## src/common/mobf_map.svh

```systemverilog
// offsets, character codes and timing constants of the output buffer formatter
`ifndef MOBF_MAP_SVH
`define MOBF_MAP_SVH

`define MOBF_MSG_LEN      21
`define MOBF_POS_SIGN     2
`define MOBF_POS_MANT     3
`define MOBF_POS_EXPI     15
`define MOBF_POS_EXPS     16
`define MOBF_POS_EXPH     17
`define MOBF_POS_EXPL     18
`define MOBF_POS_CR       19
`define MOBF_POS_LF       20

`define MOBF_CH_CR        8'h0d
`define MOBF_CH_LF        8'h0a
`define MOBF_CH_SP        8'h20
`define MOBF_CH_PLUS      8'h2b
`define MOBF_CH_MINUS     8'h2d
`define MOBF_CH_POINT     8'h2e
`define MOBF_CH_EXP       8'h45
`define MOBF_CH_ZERO      8'h30
`define MOBF_CH_TERM      8'h0a

`define MOBF_CLK_MHZ      40
`define MOBF_GATE_BASE_US 100
`define MOBF_RES_MAX      5
`define MOBF_CMD_DEPTH    32

`endif

```

## src/common/mobf_pkg.sv

```systemverilog
// types shared by the output buffer formatter
package mobf_pkg;

   // measurement letters first, recall letters after
   typedef enum logic [3:0] {
      MOBF_FA, MOBF_PA, MOBF_TI, MOBF_TA, MOBF_PH, MOBF_RA, MOBF_CK, MOBF_TM, MOBF_TC,
      MOBF_UT, MOBF_RS, MOBF_NL, MOBF_DT, MOBF_SF, MOBF_MS, MOBF_GS
   } mobf_code_t;

   // mant: 11 bcd digits, msd first; dp: digits before the point (0..11)
   // exp3: exponent divided by three
   typedef struct packed {
      mobf_code_t  code;
      logic        neg;
      logic [43:0] mant;
      logic [3:0]  dp;
      logic        exp_neg;
      logic [4:0]  exp3;
   } mobf_value_t;

   typedef enum logic {MOBF_TX_IDLE, MOBF_TX_SEND} mobf_tx_st_t;
   typedef enum logic {MOBF_CMD_COLLECT, MOBF_CMD_EXEC} mobf_cmd_st_t;
   typedef enum logic [1:0] {MOBF_G_IDLE, MOBF_G_OPEN, MOBF_G_WAIT} mobf_gate_st_t;

endpackage

```

## src/hw/mobf_cmd_mem.sv

```systemverilog
// command string memory with registered read data
`timescale 1ns/10ps
module mobf_cmd_mem #(
   parameter int W     = 8,
   parameter int DEPTH = 32,
   parameter int AW    = 5
) (
   // clock
   input  wire logic          clk,
   input  wire logic          ce,
   // write port
   input  wire logic          wr_en,
   input  wire logic [AW-1:0] wr_addr,
   input  wire logic [W-1:0]  wr_data,
   // read port
   input  wire logic          rd_en,
   input  wire logic [AW-1:0] rd_addr,
   output logic      [W-1:0]  rd_data
);
   logic [W-1:0] mem [DEPTH];

   // no reset: contents are only read after being written
   always_ff @(posedge clk) begin
      if (ce) begin
         if (wr_en) begin
            mem[wr_addr] <= wr_data;
         end
         if (rd_en) begin
            rd_data <= mem[rd_addr];
         end
      end
   end
endmodule

```

## src/hw/mobf_formatter.sv

```systemverilog
// measurement output buffer, message formatter and command collector
`timescale 1ns/10ps
`include "mobf_map.svh"
module mobf_formatter #(
   parameter int GATE_BASE_CYC = `MOBF_GATE_BASE_US * `MOBF_CLK_MHZ,
   parameter int CMD_DEPTH     = `MOBF_CMD_DEPTH
) (
   // clock and reset
   input  wire logic                 CLK,
   input  wire logic                 RST,
   input  wire logic                 CE,
   // mode
   input  wire logic                 TALK_ONLY,
   input  wire logic                 TALK_ADDR,
   input  wire logic                 LISTEN_ADDR,
   input  wire logic                 SPECIAL81,
   // measurement engine
   input  wire logic [2:0]           RESOLUTION,
   input  wire logic                 HOLD,
   input  wire logic                 RESET_KEY,
   input  wire logic                 MEAS_DONE,
   input  wire mobf_pkg::mobf_value_t MEAS_VALUE,
   input  wire logic                 RECALL_LOAD,
   input  wire mobf_pkg::mobf_value_t RECALL_VALUE,
   output logic                      GATE_OPEN,
   output logic                      BUF_FULL,
   // talker byte stream
   input  wire logic                 XFER_REQ,
   input  wire logic                 TX_READY,
   output logic [7:0]                TX_DATA,
   output logic                      TX_VALID,
   output logic                      TX_LAST,
   // listener byte stream
   input  wire logic [7:0]           RX_DATA,
   input  wire logic                 RX_VALID,
   input  wire logic                 RX_IMM,
   input  wire logic                 RX_END,
   output logic                      RX_READY,
   // commands to execute
   output logic [7:0]                CMD_DATA,
   output logic                      CMD_VALID,
   output logic                      CMD_LAST,
   output logic                      CMD_OVF
);
   import mobf_pkg::*;

   localparam int AW = $clog2(CMD_DEPTH);

   generate
      if (CMD_DEPTH < 2 || (1 << AW) != CMD_DEPTH || GATE_BASE_CYC < 1) begin : g_chk
         $error("mobf_formatter: CMD_DEPTH must be a power of two, GATE_BASE_CYC >= 1");
      end
   endgenerate

   function automatic logic [15:0] letters(input mobf_code_t c);
      case (c)
         // measurement codes
         MOBF_FA: letters = "FA";
         MOBF_PA: letters = "PA";
         MOBF_TI: letters = "TI";
         MOBF_TA: letters = "TA";
         MOBF_PH: letters = "PH";
         MOBF_RA: letters = "RA";
         MOBF_CK: letters = "CK";
         MOBF_TM: letters = "TM";
         MOBF_TC: letters = "TC";
         // recall codes
         MOBF_UT: letters = "UT";
         MOBF_RS: letters = "RS";
         MOBF_NL: letters = "NL";
         MOBF_DT: letters = "DT";
         MOBF_SF: letters = "SF";
         MOBF_MS: letters = "MS";
         MOBF_GS: letters = "GS";
         default: letters = "FA";
      endcase
   endfunction

   function automatic logic [7:0] msg_byte(input mobf_value_t v, input logic [4:0] i,
                                           input logic sp);
      logic [15:0] lt;
      logic [3:0]  k;
      logic [3:0]  di;
      logic [6:0]  e;
      logic [3:0]  dig;
      lt  = letters(v.code);
      k   = 4'(i - 5'(`MOBF_POS_MANT));
      di  = (k < v.dp) ? k : 4'(k - 4'h1);
      e   = {2'h0, v.exp3} + {1'h0, v.exp3, 1'h0};
      dig = v.mant[4*(10 - int'(di)) +: 4];
      if (i == 5'h00) begin
         msg_byte = sp ? `MOBF_CH_SP : lt[15:8];
      end else if (i == 5'h01) begin
         msg_byte = sp ? `MOBF_CH_SP : lt[7:0];
      end else if (i == 5'(`MOBF_POS_SIGN)) begin
         msg_byte = v.neg ? `MOBF_CH_MINUS : `MOBF_CH_PLUS;
      end else if (i < 5'(`MOBF_POS_EXPI)) begin
         msg_byte = (k == v.dp) ? `MOBF_CH_POINT : (`MOBF_CH_ZERO | {4'h0, dig});
      end else if (i == 5'(`MOBF_POS_EXPI)) begin
         msg_byte = `MOBF_CH_EXP;
      end else if (i == 5'(`MOBF_POS_EXPS)) begin
         msg_byte = v.exp_neg ? `MOBF_CH_MINUS : `MOBF_CH_PLUS;
      end else if (i == 5'(`MOBF_POS_EXPH)) begin
         msg_byte = `MOBF_CH_ZERO | {1'h0, 7'(e / 7'd10)};
      end else if (i == 5'(`MOBF_POS_EXPL)) begin
         msg_byte = `MOBF_CH_ZERO | {1'h0, 7'(e % 7'd10)};
      end else if (i == 5'(`MOBF_POS_CR)) begin
         msg_byte = `MOBF_CH_CR;
      end else begin
         msg_byte = `MOBF_CH_LF;
      end
   endfunction

   function automatic logic [31:0] gate_len(input logic [2:0] r);
      logic [31:0] g;
      g = 32'(GATE_BASE_CYC);
      for (int j = 0; j < `MOBF_RES_MAX; j++) begin
         if (j < int'(r)) begin
            g = 32'(g * 32'd10);
         end
      end
      gate_len = g;
   endfunction

   // ---------------- gate timing ----------------
   mobf_gate_st_t gst_q, gst_d;
   logic [31:0]   gcnt_q, gcnt_d;
   logic          arm_q, arm_d;
   logic          gate_q, gate_d;

   always_comb begin
      gst_d  = gst_q;
      gcnt_d = gcnt_q;
      // key press remembered until a cycle starts
      arm_d  = arm_q | RESET_KEY;
      case (gst_q)
         MOBF_G_IDLE: begin
            if (!HOLD || arm_q) begin
               gst_d  = MOBF_G_OPEN;
               arm_d  = RESET_KEY;
               gcnt_d = gate_len(RESOLUTION > 3'(`MOBF_RES_MAX) ?
                                 3'(`MOBF_RES_MAX) : RESOLUTION);
            end
         end
         MOBF_G_OPEN: begin
            gcnt_d = gcnt_q - 32'h1;
            if (gcnt_q <= 32'h1) begin
               gst_d = MOBF_G_WAIT;
            end
         end
         MOBF_G_WAIT: begin
            if (MEAS_DONE) begin
               gst_d = MOBF_G_IDLE;
            end
         end
         default: gst_d = MOBF_G_IDLE;
      endcase
      gate_d = (gst_d == MOBF_G_OPEN);
   end

   always_ff @(posedge CLK or posedge RST) begin
      if (RST) begin
         gst_q  <= MOBF_G_IDLE;
         gcnt_q <= 32'h0;
         arm_q  <= 1'b0;
         gate_q <= 1'b0;
      end else if (CE) begin
         gst_q  <= gst_d;
         gcnt_q <= gcnt_d;
         arm_q  <= arm_d;
         gate_q <= gate_d;
      end
   end

   // ---------------- output buffer and talker ----------------
   mobf_tx_st_t tst_q, tst_d;
   mobf_value_t msg_q, msg_d, pend_val_q, pend_val_d;
   logic        valid_q, valid_d, pend_q, pend_d;
   logic        treq_q, treq_d;
   logic [4:0]  idx_q, idx_d;
   logic [7:0]  txd_q, txd_d;
   logic        txv_q, txv_d, txl_q, txl_d;
   logic        talk_ok, busy, done, abort, new_in;
   mobf_value_t new_val;

   always_comb begin
      new_in  = MEAS_DONE | RECALL_LOAD;
      new_val = MEAS_DONE ? MEAS_VALUE : RECALL_VALUE;
      talk_ok = TALK_ONLY ? treq_q : TALK_ADDR;
      busy    = (tst_q == MOBF_TX_SEND);
      done    = busy && TX_READY && (idx_q == 5'(`MOBF_MSG_LEN - 1));
      abort   = busy && !TALK_ONLY && !TALK_ADDR && !done;
      tst_d   = tst_q;
      idx_d   = idx_q;
      txd_d   = txd_q;
      txv_d   = txv_q;
      txl_d   = txl_q;
      treq_d  = treq_q;
      case (tst_q)
         MOBF_TX_IDLE: begin
            if (talk_ok && valid_q) begin
               tst_d  = MOBF_TX_SEND;
               idx_d  = 5'h0;
               // a load in the start cycle is what gets sent
               txd_d  = msg_byte(new_in ? new_val : msg_q, 5'h0, SPECIAL81);
               txv_d  = 1'b1;
               txl_d  = 1'b0;
               treq_d = 1'b0;
            end
         end
         MOBF_TX_SEND: begin
            if (!TALK_ONLY && !TALK_ADDR) begin
               // unaddressed mid-message: drop it, buffer kept
               tst_d = MOBF_TX_IDLE;
               txv_d = 1'b0;
               txl_d = 1'b0;
            end else if (done) begin
               tst_d = MOBF_TX_IDLE;
               txv_d = 1'b0;
               txl_d = 1'b0;
            end else if (TX_READY) begin
               idx_d = idx_q + 5'h1;
               txd_d = msg_byte(msg_q, idx_d, SPECIAL81);
               txl_d = (idx_d == 5'(`MOBF_MSG_LEN - 1));
            end
         end
         default: tst_d = MOBF_TX_IDLE;
      endcase
      // a trigger in the start cycle survives
      if (TALK_ONLY && XFER_REQ) begin
         treq_d = 1'b1;
      end
      if (!TALK_ONLY) begin
         treq_d = 1'b0;
      end

      msg_d      = msg_q;
      valid_d    = valid_q;
      pend_d     = pend_q;
      pend_val_d = pend_val_q;
      if (new_in && busy && !done && !abort) begin
         // park newest result behind the transfer
         pend_d     = 1'b1;
         pend_val_d = new_val;
      end else if (new_in) begin
         msg_d   = new_val;
         valid_d = 1'b1;
         pend_d  = 1'b0;
      end else if (done) begin
         // empty unless an update was parked
         valid_d = pend_q;
         pend_d  = 1'b0;
         if (pend_q) begin
            msg_d = pend_val_q;
         end
      end else if (abort) begin
         msg_d  = pend_q ? pend_val_q : msg_q;
         pend_d = 1'b0;
      end
   end

   always_ff @(posedge CLK or posedge RST) begin
      if (RST) begin
         tst_q      <= MOBF_TX_IDLE;
         msg_q      <= '0;
         pend_val_q <= '0;
         valid_q    <= 1'b0;
         pend_q     <= 1'b0;
         treq_q     <= 1'b0;
         idx_q      <= 5'h0;
         txd_q      <= 8'h00;
         txv_q      <= 1'b0;
         txl_q      <= 1'b0;
      end else if (CE) begin
         tst_q      <= tst_d;
         msg_q      <= msg_d;
         pend_val_q <= pend_val_d;
         valid_q    <= valid_d;
         pend_q     <= pend_d;
         treq_q     <= treq_d;
         idx_q      <= idx_d;
         txd_q      <= txd_d;
         txv_q      <= txv_d;
         txl_q      <= txl_d;
      end
   end

   // ---------------- command collector ----------------
   mobf_cmd_st_t cst_q, cst_d;
   logic [AW:0]  wr_q, wr_d, rd_q, rd_d;
   logic         rxr_q, rxr_d, ovf_q, ovf_d, cv_q, cv_d, cl_q, cl_d;
   logic         acc, term, wr_en, rd_en;

   always_comb begin
      cst_d = cst_q;
      wr_d  = wr_q;
      rd_d  = rd_q;
      ovf_d = ovf_q;
      acc   = RX_VALID && rxr_q;
      term  = acc && (RX_DATA == `MOBF_CH_TERM);
      wr_en = 1'b0;
      rd_en = 1'b0;
      case (cst_q)
         MOBF_CMD_COLLECT: begin
            if (acc && !term) begin
               if (wr_q < (AW+1)'(CMD_DEPTH)) begin
                  wr_en = 1'b1;
                  wr_d  = wr_q + 1'b1;
               end else begin
                  ovf_d = 1'b1;
               end
            end
            if (term || (acc && RX_IMM) || (rxr_q && RX_END)) begin
               cst_d = MOBF_CMD_EXEC;
               rd_d  = '0;
            end
         end
         MOBF_CMD_EXEC: begin
            if (rd_q < wr_q) begin
               rd_en = 1'b1;
               rd_d  = rd_q + 1'b1;
            end else begin
               cst_d = MOBF_CMD_COLLECT;
               wr_d  = '0;
               ovf_d = 1'b0;
            end
         end
         default: cst_d = MOBF_CMD_COLLECT;
      endcase
      cv_d  = rd_en;
      cl_d  = rd_en && (rd_d == wr_q);
      // bytes taken only as addressed listener
      rxr_d = (cst_d == MOBF_CMD_COLLECT) && LISTEN_ADDR && !TALK_ONLY;
   end

   always_ff @(posedge CLK or posedge RST) begin
      if (RST) begin
         cst_q <= MOBF_CMD_COLLECT;
         wr_q  <= '0;
         rd_q  <= '0;
         rxr_q <= 1'b0;
         ovf_q <= 1'b0;
         cv_q  <= 1'b0;
         cl_q  <= 1'b0;
      end else if (CE) begin
         cst_q <= cst_d;
         wr_q  <= wr_d;
         rd_q  <= rd_d;
         rxr_q <= rxr_d;
         ovf_q <= ovf_d;
         cv_q  <= cv_d;
         cl_q  <= cl_d;
      end
   end

   mobf_cmd_mem #(
      .W     (8),
      .DEPTH (CMD_DEPTH),
      .AW    (AW)
   ) u_mem (
      .clk     (CLK),
      .ce      (CE),
      .wr_en   (wr_en),
      .wr_addr (wr_q[AW-1:0]),
      .wr_data (RX_DATA),
      .rd_en   (rd_en),
      .rd_addr (rd_q[AW-1:0]),
      .rd_data (CMD_DATA)
   );

   assign GATE_OPEN = gate_q;
   assign BUF_FULL  = valid_q;
   assign TX_DATA   = txd_q;
   assign TX_VALID  = txv_q;
   assign TX_LAST   = txl_q;
   assign RX_READY  = rxr_q;
   assign CMD_VALID = cv_q;
   assign CMD_LAST  = cl_q;
   assign CMD_OVF   = ovf_q;
endmodule

```

## config.mk

```make
export PLATFORM = sky130hd
export DESIGN_NAME = mobf_formatter
export DESIGN_NICKNAME = d
export VERILOG_FILES = /design/src/common/mobf_pkg.sv /design/src/hw/mobf_cmd_mem.sv /design/src/hw/mobf_formatter.sv
export VERILOG_INCLUDE_DIRS = /design/src /design/src/common
export SDC_FILE = /design/constraint.sdc
export NUM_CORES = 1
export LEC_CHECK = 0
export BUFFER_PORTS_ARGS = -buffer_cell sky130_fd_sc_hd__clkbuf_2
export CAP_MARGIN = 0
export CORE_MARGIN = 2
export CORE_UTILIZATION = 29
export DETAILED_ROUTE_END_ITERATION = 10
export GPL_TIMING_DRIVEN = 0
export SETUP_SLACK_MARGIN = 0.2
export SYNTH_ARGS = -nofsm -noshare
export SYNTH_HDL_FRONTEND = slang
export SYNTH_SLANG_ARGS = --single-unit
```

## constraint.sdc

```tcl
create_clock -name CLK -period 10.29 [get_ports CLK]
set_input_delay 0.5145 -clock CLK [delete_from_list [all_inputs] [get_ports CLK]]
set_output_delay 0.5145 -clock CLK [all_outputs]
set_load 0.01 [all_outputs]
```

Word-level counts from Yosys, hierarchy flattened:

Memory sizes are Yosys's and may differ from the RTL's. A register that Yosys moved wholly into a read port is not among the register bits.
Index checks and enable logic that the tools add are counted.

* register bits: 190
* memory bits (writable): 256
* ROM bits: 320
* bits of input ports: 145
* output and inout port bits: 24
* word-level logic and storage cells: 238
* memories kept: 3

Memory list
* u_mem.mem: words 32, bits a word 8, read ports 1, clocked after Yosys merged registers in 1, wr ports 1, line mobf_cmd_mem.sv:20 `logic [W-1:0] mem [DEPTH];`
* (name not given): words 16, bits a word 10, read ports 1, clocked after Yosys merged registers in 0, wr ports 0, line mobf_formatter.sv:56 `case (c)`
* (name not given): words 16, bits a word 10, read ports 1, clocked after Yosys merged registers in 0, wr ports 0, line mobf_formatter.sv:56

* add/sub/neg operators: 8
* multipliers: 4
* div/mod/pow operators: 2
* $lt $le $gt $ge: 11
* equality and inequality tests: 28
* shift operators: 1
* multiplexer cells: 98
* bitwise gates (word level): 6
* reduce and logical (&&, ||, !) cells: 46

Operators with widths (number)
* 32-bit two-way mux: 13
* 59-bit two-way mux: 6
* 32-bit by 3-bit multiplier with 31-bit output (second input constant): 4
* 8-bit two-way mux: 9
* 32-bit case mux with 2 select lines: 1
* 44-bit by 7-bit indexed part select with 4-bit output: 1
* 7-bit two-way mux: 6
* 1-bit two-way mux: 34
* 32-bit by 1-bit less-or-equal comparator with 1-bit output (second input constant): 1
* 32-bit by 1-bit subtractor with 32-bit output (second input constant): 1
* 5-bit equality test (second input constant): 6
* 6-bit two-way mux: 5
* 5-bit two-way mux: 5
* 6-bit case mux with 2 select lines: 2
* 1-bit logical AND: 19
* 2-bit inequality test (second input constant): 9
* 3-bit AND reduction: 6
* 16-bit two-way mux: 1
* 8-bit case mux with 2 select lines: 1
* 6-bit by 1-bit adder with 6-bit output (second input constant): 2
* 3-bit two-way mux: 4
* 1-bit case mux with 2 select lines: 5
* 5-bit case mux with 2 select lines: 1
* 8-bit by 4-bit equality test with 1-bit output (second input constant): 1
* other kinds (40): 61

Longest topological paths before layout:

* word-level depth: 22
* mapped depth: 26
* mapped depth without buffers: 24

Modules after synthesis:

Synthesis repeated with hierarchy kept, for this count alone.

* cell total of the unflattened synthesis: 2122
* area, all modules: 24282.0 um^2

Modules (own cells, without submodules)
* mobf_formatter: times used 1, cells an instance 1703, area each 14137.3 um^2, sequential area each 4729.5 um^2
* mobf_cmd_mem: times used 1, cells an instance 419, area each 10144.7 um^2, sequential area each 7927.6 um^2

Worst setup path after synthesis:

OpenSTA, ideal clock, no wires.

* kind: input -> register
* start: in RESOLUTION[2]
* end: reg gcnt_q[27]
* arrival: 4.970 ns
* required time: 10.174 ns
* setup slack: 5.205 ns
* stages on the path: 26
* buffers on the path: 2
* cells stage by stage: buf_2 clkbuf_1 nor2_1 inv_1 nor2_1 inv_1 ha_1 nor2_1 ha_1 ha_1 nand3b_1 o21ai_0 a31o_2 a21oi_1 nor2b_1 o21ai_0 xor2_1 nor2_1 ha_1 ha_1 nor3_1 o21ai_0 a31oi_1 o21ai_0 or4b_2 o311ai_0

* word-level cells in the longest chain between the ends: 22

RTL lines
* start: declaration: line mobf_formatter.sv:18 `input wire logic [2:0] RESOLUTION,`
* 3-bit > comparator: line mobf_formatter.sv:141 `` gcnt_d = gate_len(RESOLUTION > 3'(`MOBF_RES_MAX) ? ``
* 3-bit two-way mux *: line mobf_formatter.sv:141
* 1-bit by 3-bit < comparator with 1-bit output: line mobf_formatter.sv:118 `if (j < int'(r)) begin`
* 16-bit two-way mux: line mobf_formatter.sv:118
* 32-bit two-way mux: line mobf_formatter.sv:138 `if (!HOLD || arm_q) begin`
* 32-bit two-way mux: line mobf_formatter.sv:136 `case (gst_q)`
* 32-bit by 3-bit multiplier with 31-bit output: line mobf_formatter.sv:119 `g = 32'(g * 32'd10);`
* 32-bit two-way mux: line mobf_formatter.sv:118
* (+6 left out)
* 32-bit by 3-bit multiplier with 31-bit output: line mobf_formatter.sv:119
* 32-bit two-way mux: line mobf_formatter.sv:118
* 32-bit two-way mux: line mobf_formatter.sv:138
* 32-bit two-way mux: line mobf_formatter.sv:136
* 32-bit by 3-bit multiplier with 31-bit output: line mobf_formatter.sv:119
* 32-bit two-way mux *: line mobf_formatter.sv:118
* 32-bit two-way mux *: line mobf_formatter.sv:138
* 32-bit case mux with 2 select lines *: line mobf_formatter.sv:136
* end signal: assignment: line mobf_formatter.sv:169 `gcnt_q <= gcnt_d;`
* end: declaration: line mobf_formatter.sv:127 `logic [31:0] gcnt_q, gcnt_d;`

Every way passes the cells marked *; elsewhere a longest branch is shown, timed or not. The select of a mux whose other input is x is not followed.
A chain may end at the register's enable or synchronous reset.

Final worst setup path:

* start: reg idx_q[0]
* end: reg txd_q[0] (netlist: TX_DATA[0])

* word-level cells in the longest chain between the ends: 15

RTL lines
* start: declaration: line mobf_formatter.sv:180 `logic [4:0] idx_q, idx_d;`
* start signal: assignment: line mobf_formatter.sv:281 `idx_q <= idx_d;`
* 5-bit by 1-bit adder with 5-bit output: line mobf_formatter.sv:222 `idx_d = idx_q + 5'h1;`
* 4-bit by 2-bit subtractor with 4-bit output or 5-bit equality test (tied branches): line mobf_formatter.sv:87, mobf_formatter.sv:107
* 4-bit by 1-bit subtractor with 4-bit output, or another cell as far along: line mobf_formatter.sv:88 `di = (k < v.dp) ? k : 4'(k - 4'h1);`
* 4-bit two-way mux or 7-bit two-way mux (tied branches): line mobf_formatter.sv:88, mobf_formatter.sv:105
* 4-bit by 4-bit subtractor with 5-bit output or 7-bit two-way mux (tied branches): line mobf_formatter.sv:90, mobf_formatter.sv:103
* 44-bit by 7-bit indexed part select with 4-bit output or 7-bit two-way mux (tied branches): line mobf_formatter.sv:90, mobf_formatter.sv:101
* 5-bit two-way mux or 7-bit two-way mux (tied branches): line mobf_formatter.sv:98, mobf_formatter.sv:99
* 7-bit two-way mux: line mobf_formatter.sv:97 `` end else if (i < 5'(`MOBF_POS_EXPI)) begin ``
* 7-bit two-way mux: line mobf_formatter.sv:95 `` end else if (i == 5'(`MOBF_POS_SIGN)) begin ``
* 8-bit two-way mux: line mobf_formatter.sv:93 `end else if (i == 5'h01) begin`
* 8-bit two-way mux: line mobf_formatter.sv:91 `if (i == 5'h00) begin`
* 8-bit two-way mux: line mobf_formatter.sv:221 `end else if (TX_READY) begin`
* 8-bit two-way mux: line mobf_formatter.sv:217 `end else if (done) begin`
* 8-bit two-way mux: line mobf_formatter.sv:212 `if (!TALK_ONLY && !TALK_ADDR) begin`
* 8-bit case mux with 2 select lines: line mobf_formatter.sv:199 `case (tst_q)`
* end signal: assignment: line mobf_formatter.sv:282 `txd_q <= txd_d;`
* end: declaration: line mobf_formatter.sv:181 `logic [7:0] txd_q, txd_d;`

Parallel ways exist; a longest one is shown, timed or not. The select of a mux whose other input is x is not followed.

==> run metrics <==
DR iter-0 viols 1435; PortBufs about 160; Compound-Gate Fraction of Synth Area 0.1247; mux share of post-synthesis cell area 0.1425; total length of routed wires 68570 um; Clock Path Buffers 3; outcome complete, no violations; largest family of logic cells by synthesized area multiplexers; adder-cell share of the synthesized area 0.04490; CP Cell Sequence buf_4 -> inv_1 -> ha_1 -> nor2b_1 -> or3_4 -> o31a_1 -> nor2_1 -> inv_2 -> ha_1 -> o21ai_0 -> a21o_1 -> a211o_1 -> inv_2 -> buf_2 -> ha_1 -> xor2_1 -> xnor2_1 -> mux4_2 -> mux2i_1 -> nor4b_1 -> a2111oi_1 -> a211oi_1; worst setup margin slightly above 4 ns; core box area 82240 um2; number of synthesized flops with an enable pin about 260; Crit Path Class reg -> reg; Final Cycle Share 0.6068; Clock Tree Root clkbuf_16; Seq cells post-synth approximately 450; Synth area leader edfxtp_1; Leakage 0.01095 uW; WP data arrival 6.75 ns; # hold bufs at CTS 1; Congestion Overflow GR 0; async set or reset register ratio after synthesis 0.4172; crit-path max cell delay 0.57 ns; Worst Setup SP idx_q[0]$_DFFE_PP0P_; clock sink count 453; initial antenna violation count 6; post-layout min period 6.244 ns; Vias 17.85k; largest net degree at the start of global routing between 100 and 150; Util after Layout 0.3426; crit path buf inv count 5; post-synthesis sequential area ratio 0.5244; Post-CTS Setup Bufs 0; RSZ-0062 raised after global routing false; HPWL Detailed 49010 um; DR DRC count 0; Simple-Gate Fraction of Synth Area 0.1197; setup_tns 0 ns; Place WS 4.110 ns; Max Fclk 0.1601 GHz; max_cap viols 0; clock-pin slew on the worst setup and hold paths about 0.06 ns; Hold WC Path Type in -> reg; first-pass GRT wire length 105100 um; element type at the critical path start register; P&R area growth vs syn 16.75%; Rows roughly 110; final hold violations 0; Netlist cell types 91; die height 292.5 um; reg2reg start idx_q[0]$_DFFE_PP0P_; max_slew headroom 0.2508; share of cells above drive strength 1 0.1576; syn_area_per_cell 11.29 um2; crit path max fanout 10; max-slew violation count 0; HP Start RESET_KEY; slew at the pin with the worst max-slew slack 1.124 ns; pwr dens 254.4 nW/um2; Yosys warnings 0; wire per inst between 15 and 20 um; number of global-route vias before repair ~18k; Via density 5.129; Req. time, crit path 10.79 ns; XOR/XNOR Fraction of Synth Area 0.01260; clk_skew 0.03006 ns; DIE AREA around 86000 um2; Synth area leaders edfxtp_1, dfrtp_1, mux4_2; Total Power 7169 uW; total inserted antenna cells 0; Synth Cell Area 24130 um2; I/O pin cnt 169; final setup fails 0; Peak VDD IR 0.0001605 V; number of routed nets with antenna violations 0; area share of the largest cell type after synthesis 0.3285; Largest delay share family, worst path simple AND/OR/NAND/NOR gates; post-CTS resize count 0; CTS buffer count 53; die width between 200 and 300 um; type of destination of the critical path register; CP max-delay cell nor4b_1; latest clock arrival within the worst-skew pair 0.60 ns; Pre-Repair DR Iteration Count 6; Initial Util 0.2935; main flop type after synthesis edfxtp_1; Overall Global Routing Usage 0.1570; Post-Syn Instances 2138; Placer Congestion between 0.8 and 0.9; CTS tree done; crit-path most repeated cell ha_1; Nets 2598; CTS H-tree depth 2
## flip-flops by register name (all words and copies together) (netlist names), 2 cells and up
name / flops
idx_q: 5
gcnt_q: 32
rd_q: 6
gst_q: 2
TX_DATA: 7
msg_q: 59
u_mem.rd_data: 8
u_mem.mem: 256
wr_q: 6
pend_val_q: 59
## report_power, final
group | switching, uW | internal, uW
Combinational | 1680 | 1160
Clock | 792 | 1160
Sequential | 193 | 2190
Total | 2660 | 4510
## worst reg2reg max path: cells and delay by family, from the launching register on
| kind | cells | cell delay (ns) |
|---|---|---|
| buf+inv | 5 | 1.04 |
| xor+xnor | 2 | 0.60 |
| mux | 2 | 0.40 |
| simple gates | 4 | 1.41 |
| compound gates | 6 | 1.35 |
| flops | 1 | 0.42 |
| fa+ha+maj | 3 | 0.95 |
## metrics by stage
stage | instance area, um2 | cells | hold slack [ns]
after floorplan | 24160 | 2146 | 0.4419
after global routing | 28180 | 3481 | 0.1531
after detailed placement | 26360 | 3381 | 0.4674
final | 28180 | 3481 | 0.1663
after global placement | 26320 | 3380 | 0.4588
after CTS | 28180 | 3481 | 0.1268
## area by class of cell
cell class / instances / area, um2
inverter: 68 / 262.8
clock buffer: 71 / 1464
clock inverter: 28 / 342.8
buffer: 124 / 490.5
sequential: 453 / 12660
fill: 8223 / 54070
multi-input combinational: 1501 / 10760
timing repair buffer: 166 / 858.3
tap: 1070 / 1339
## cells in the final DEF, fill, tap and decap left out, types with 21 or more instances in the layout
cell type	synthesis	layout
ha_1	85	85
nand2_1	224	224
a21oi_1	140	140
nand3_1	44	44
nand2b_1	28	28
clkbuf_1	108	119
clkbuf_16	0	53
mux2i_1	132	132
a31oi_1	21	21
o21ai_0	212	212
nor3_1	31	31
nor2_1	197	197
dfrtp_1	189	189
mux4_2	87	87
xnor2_1	21	21
edfxtp_1	264	264
clkbuf_2	0	164
inv_1	65	64
## cells in the mapped netlist (9+ instances only)
master,instances
edfxtp_1,264
nand2_1,224
o21ai_0,212
nor2_1,197
dfrtp_1,189
a21oi_1,140
mux2i_1,132
clkbuf_1,108
mux4_2,87
ha_1,85
inv_1,65
nand3_1,44
nor3_1,31
nand2b_1,28
a31oi_1,21
xnor2_1,21
nor2b_1,20
a21o_1,15
a211oi_1,14
mux2_2,14
and2_1,13
nand4_1,12
xor2_1,10
a22o_1,9
and3_1,9
o22ai_1,9
## routing by layer
layer  routed length (um)  vias to the layer above  track usage  part of all wire
met5                   59                        -            0           0.00086
met4                 1590                       10      0.04365             0.023
met3                 4172                      105      0.02845             0.061
met2                31020                      514       0.2452              0.45
met1                31720                     8832       0.2231              0.46
li1                     -                     8392            -                 -
## final timing paths
check	to	slack [ns]	cells after the start
max in group asynchronous	pend_val_q[8]$_DFFE_PP0P_	8.80	4
setup / recovery	TX_DATA[0]$_DFFE_PP0P_	4.05	22
hold reg to reg	msg_q[27]$_DFFE_PP0P_	0.48	2
setup reg to reg	TX_DATA[0]$_DFFE_PP0P_	4.05	22
min in group asynchronous	pend_val_q[43]$_DFFE_PP0P_	0.50	3
hold / removal	arm_q$_DFFE_PP0P_	0.17	2
## logic make-up after synthesis
logic type | after synthesis
flip-flops | 453
adder cells (fa/ha/maj) | 86
multiplexers | 233
buffers and inverters | 192
AO/OA/AOI/OAI | 507
XOR/XNOR | 33
other | 2
AND/OR/NAND/NOR | 632
No activity file was read; power rests on OpenSTA's default activity.
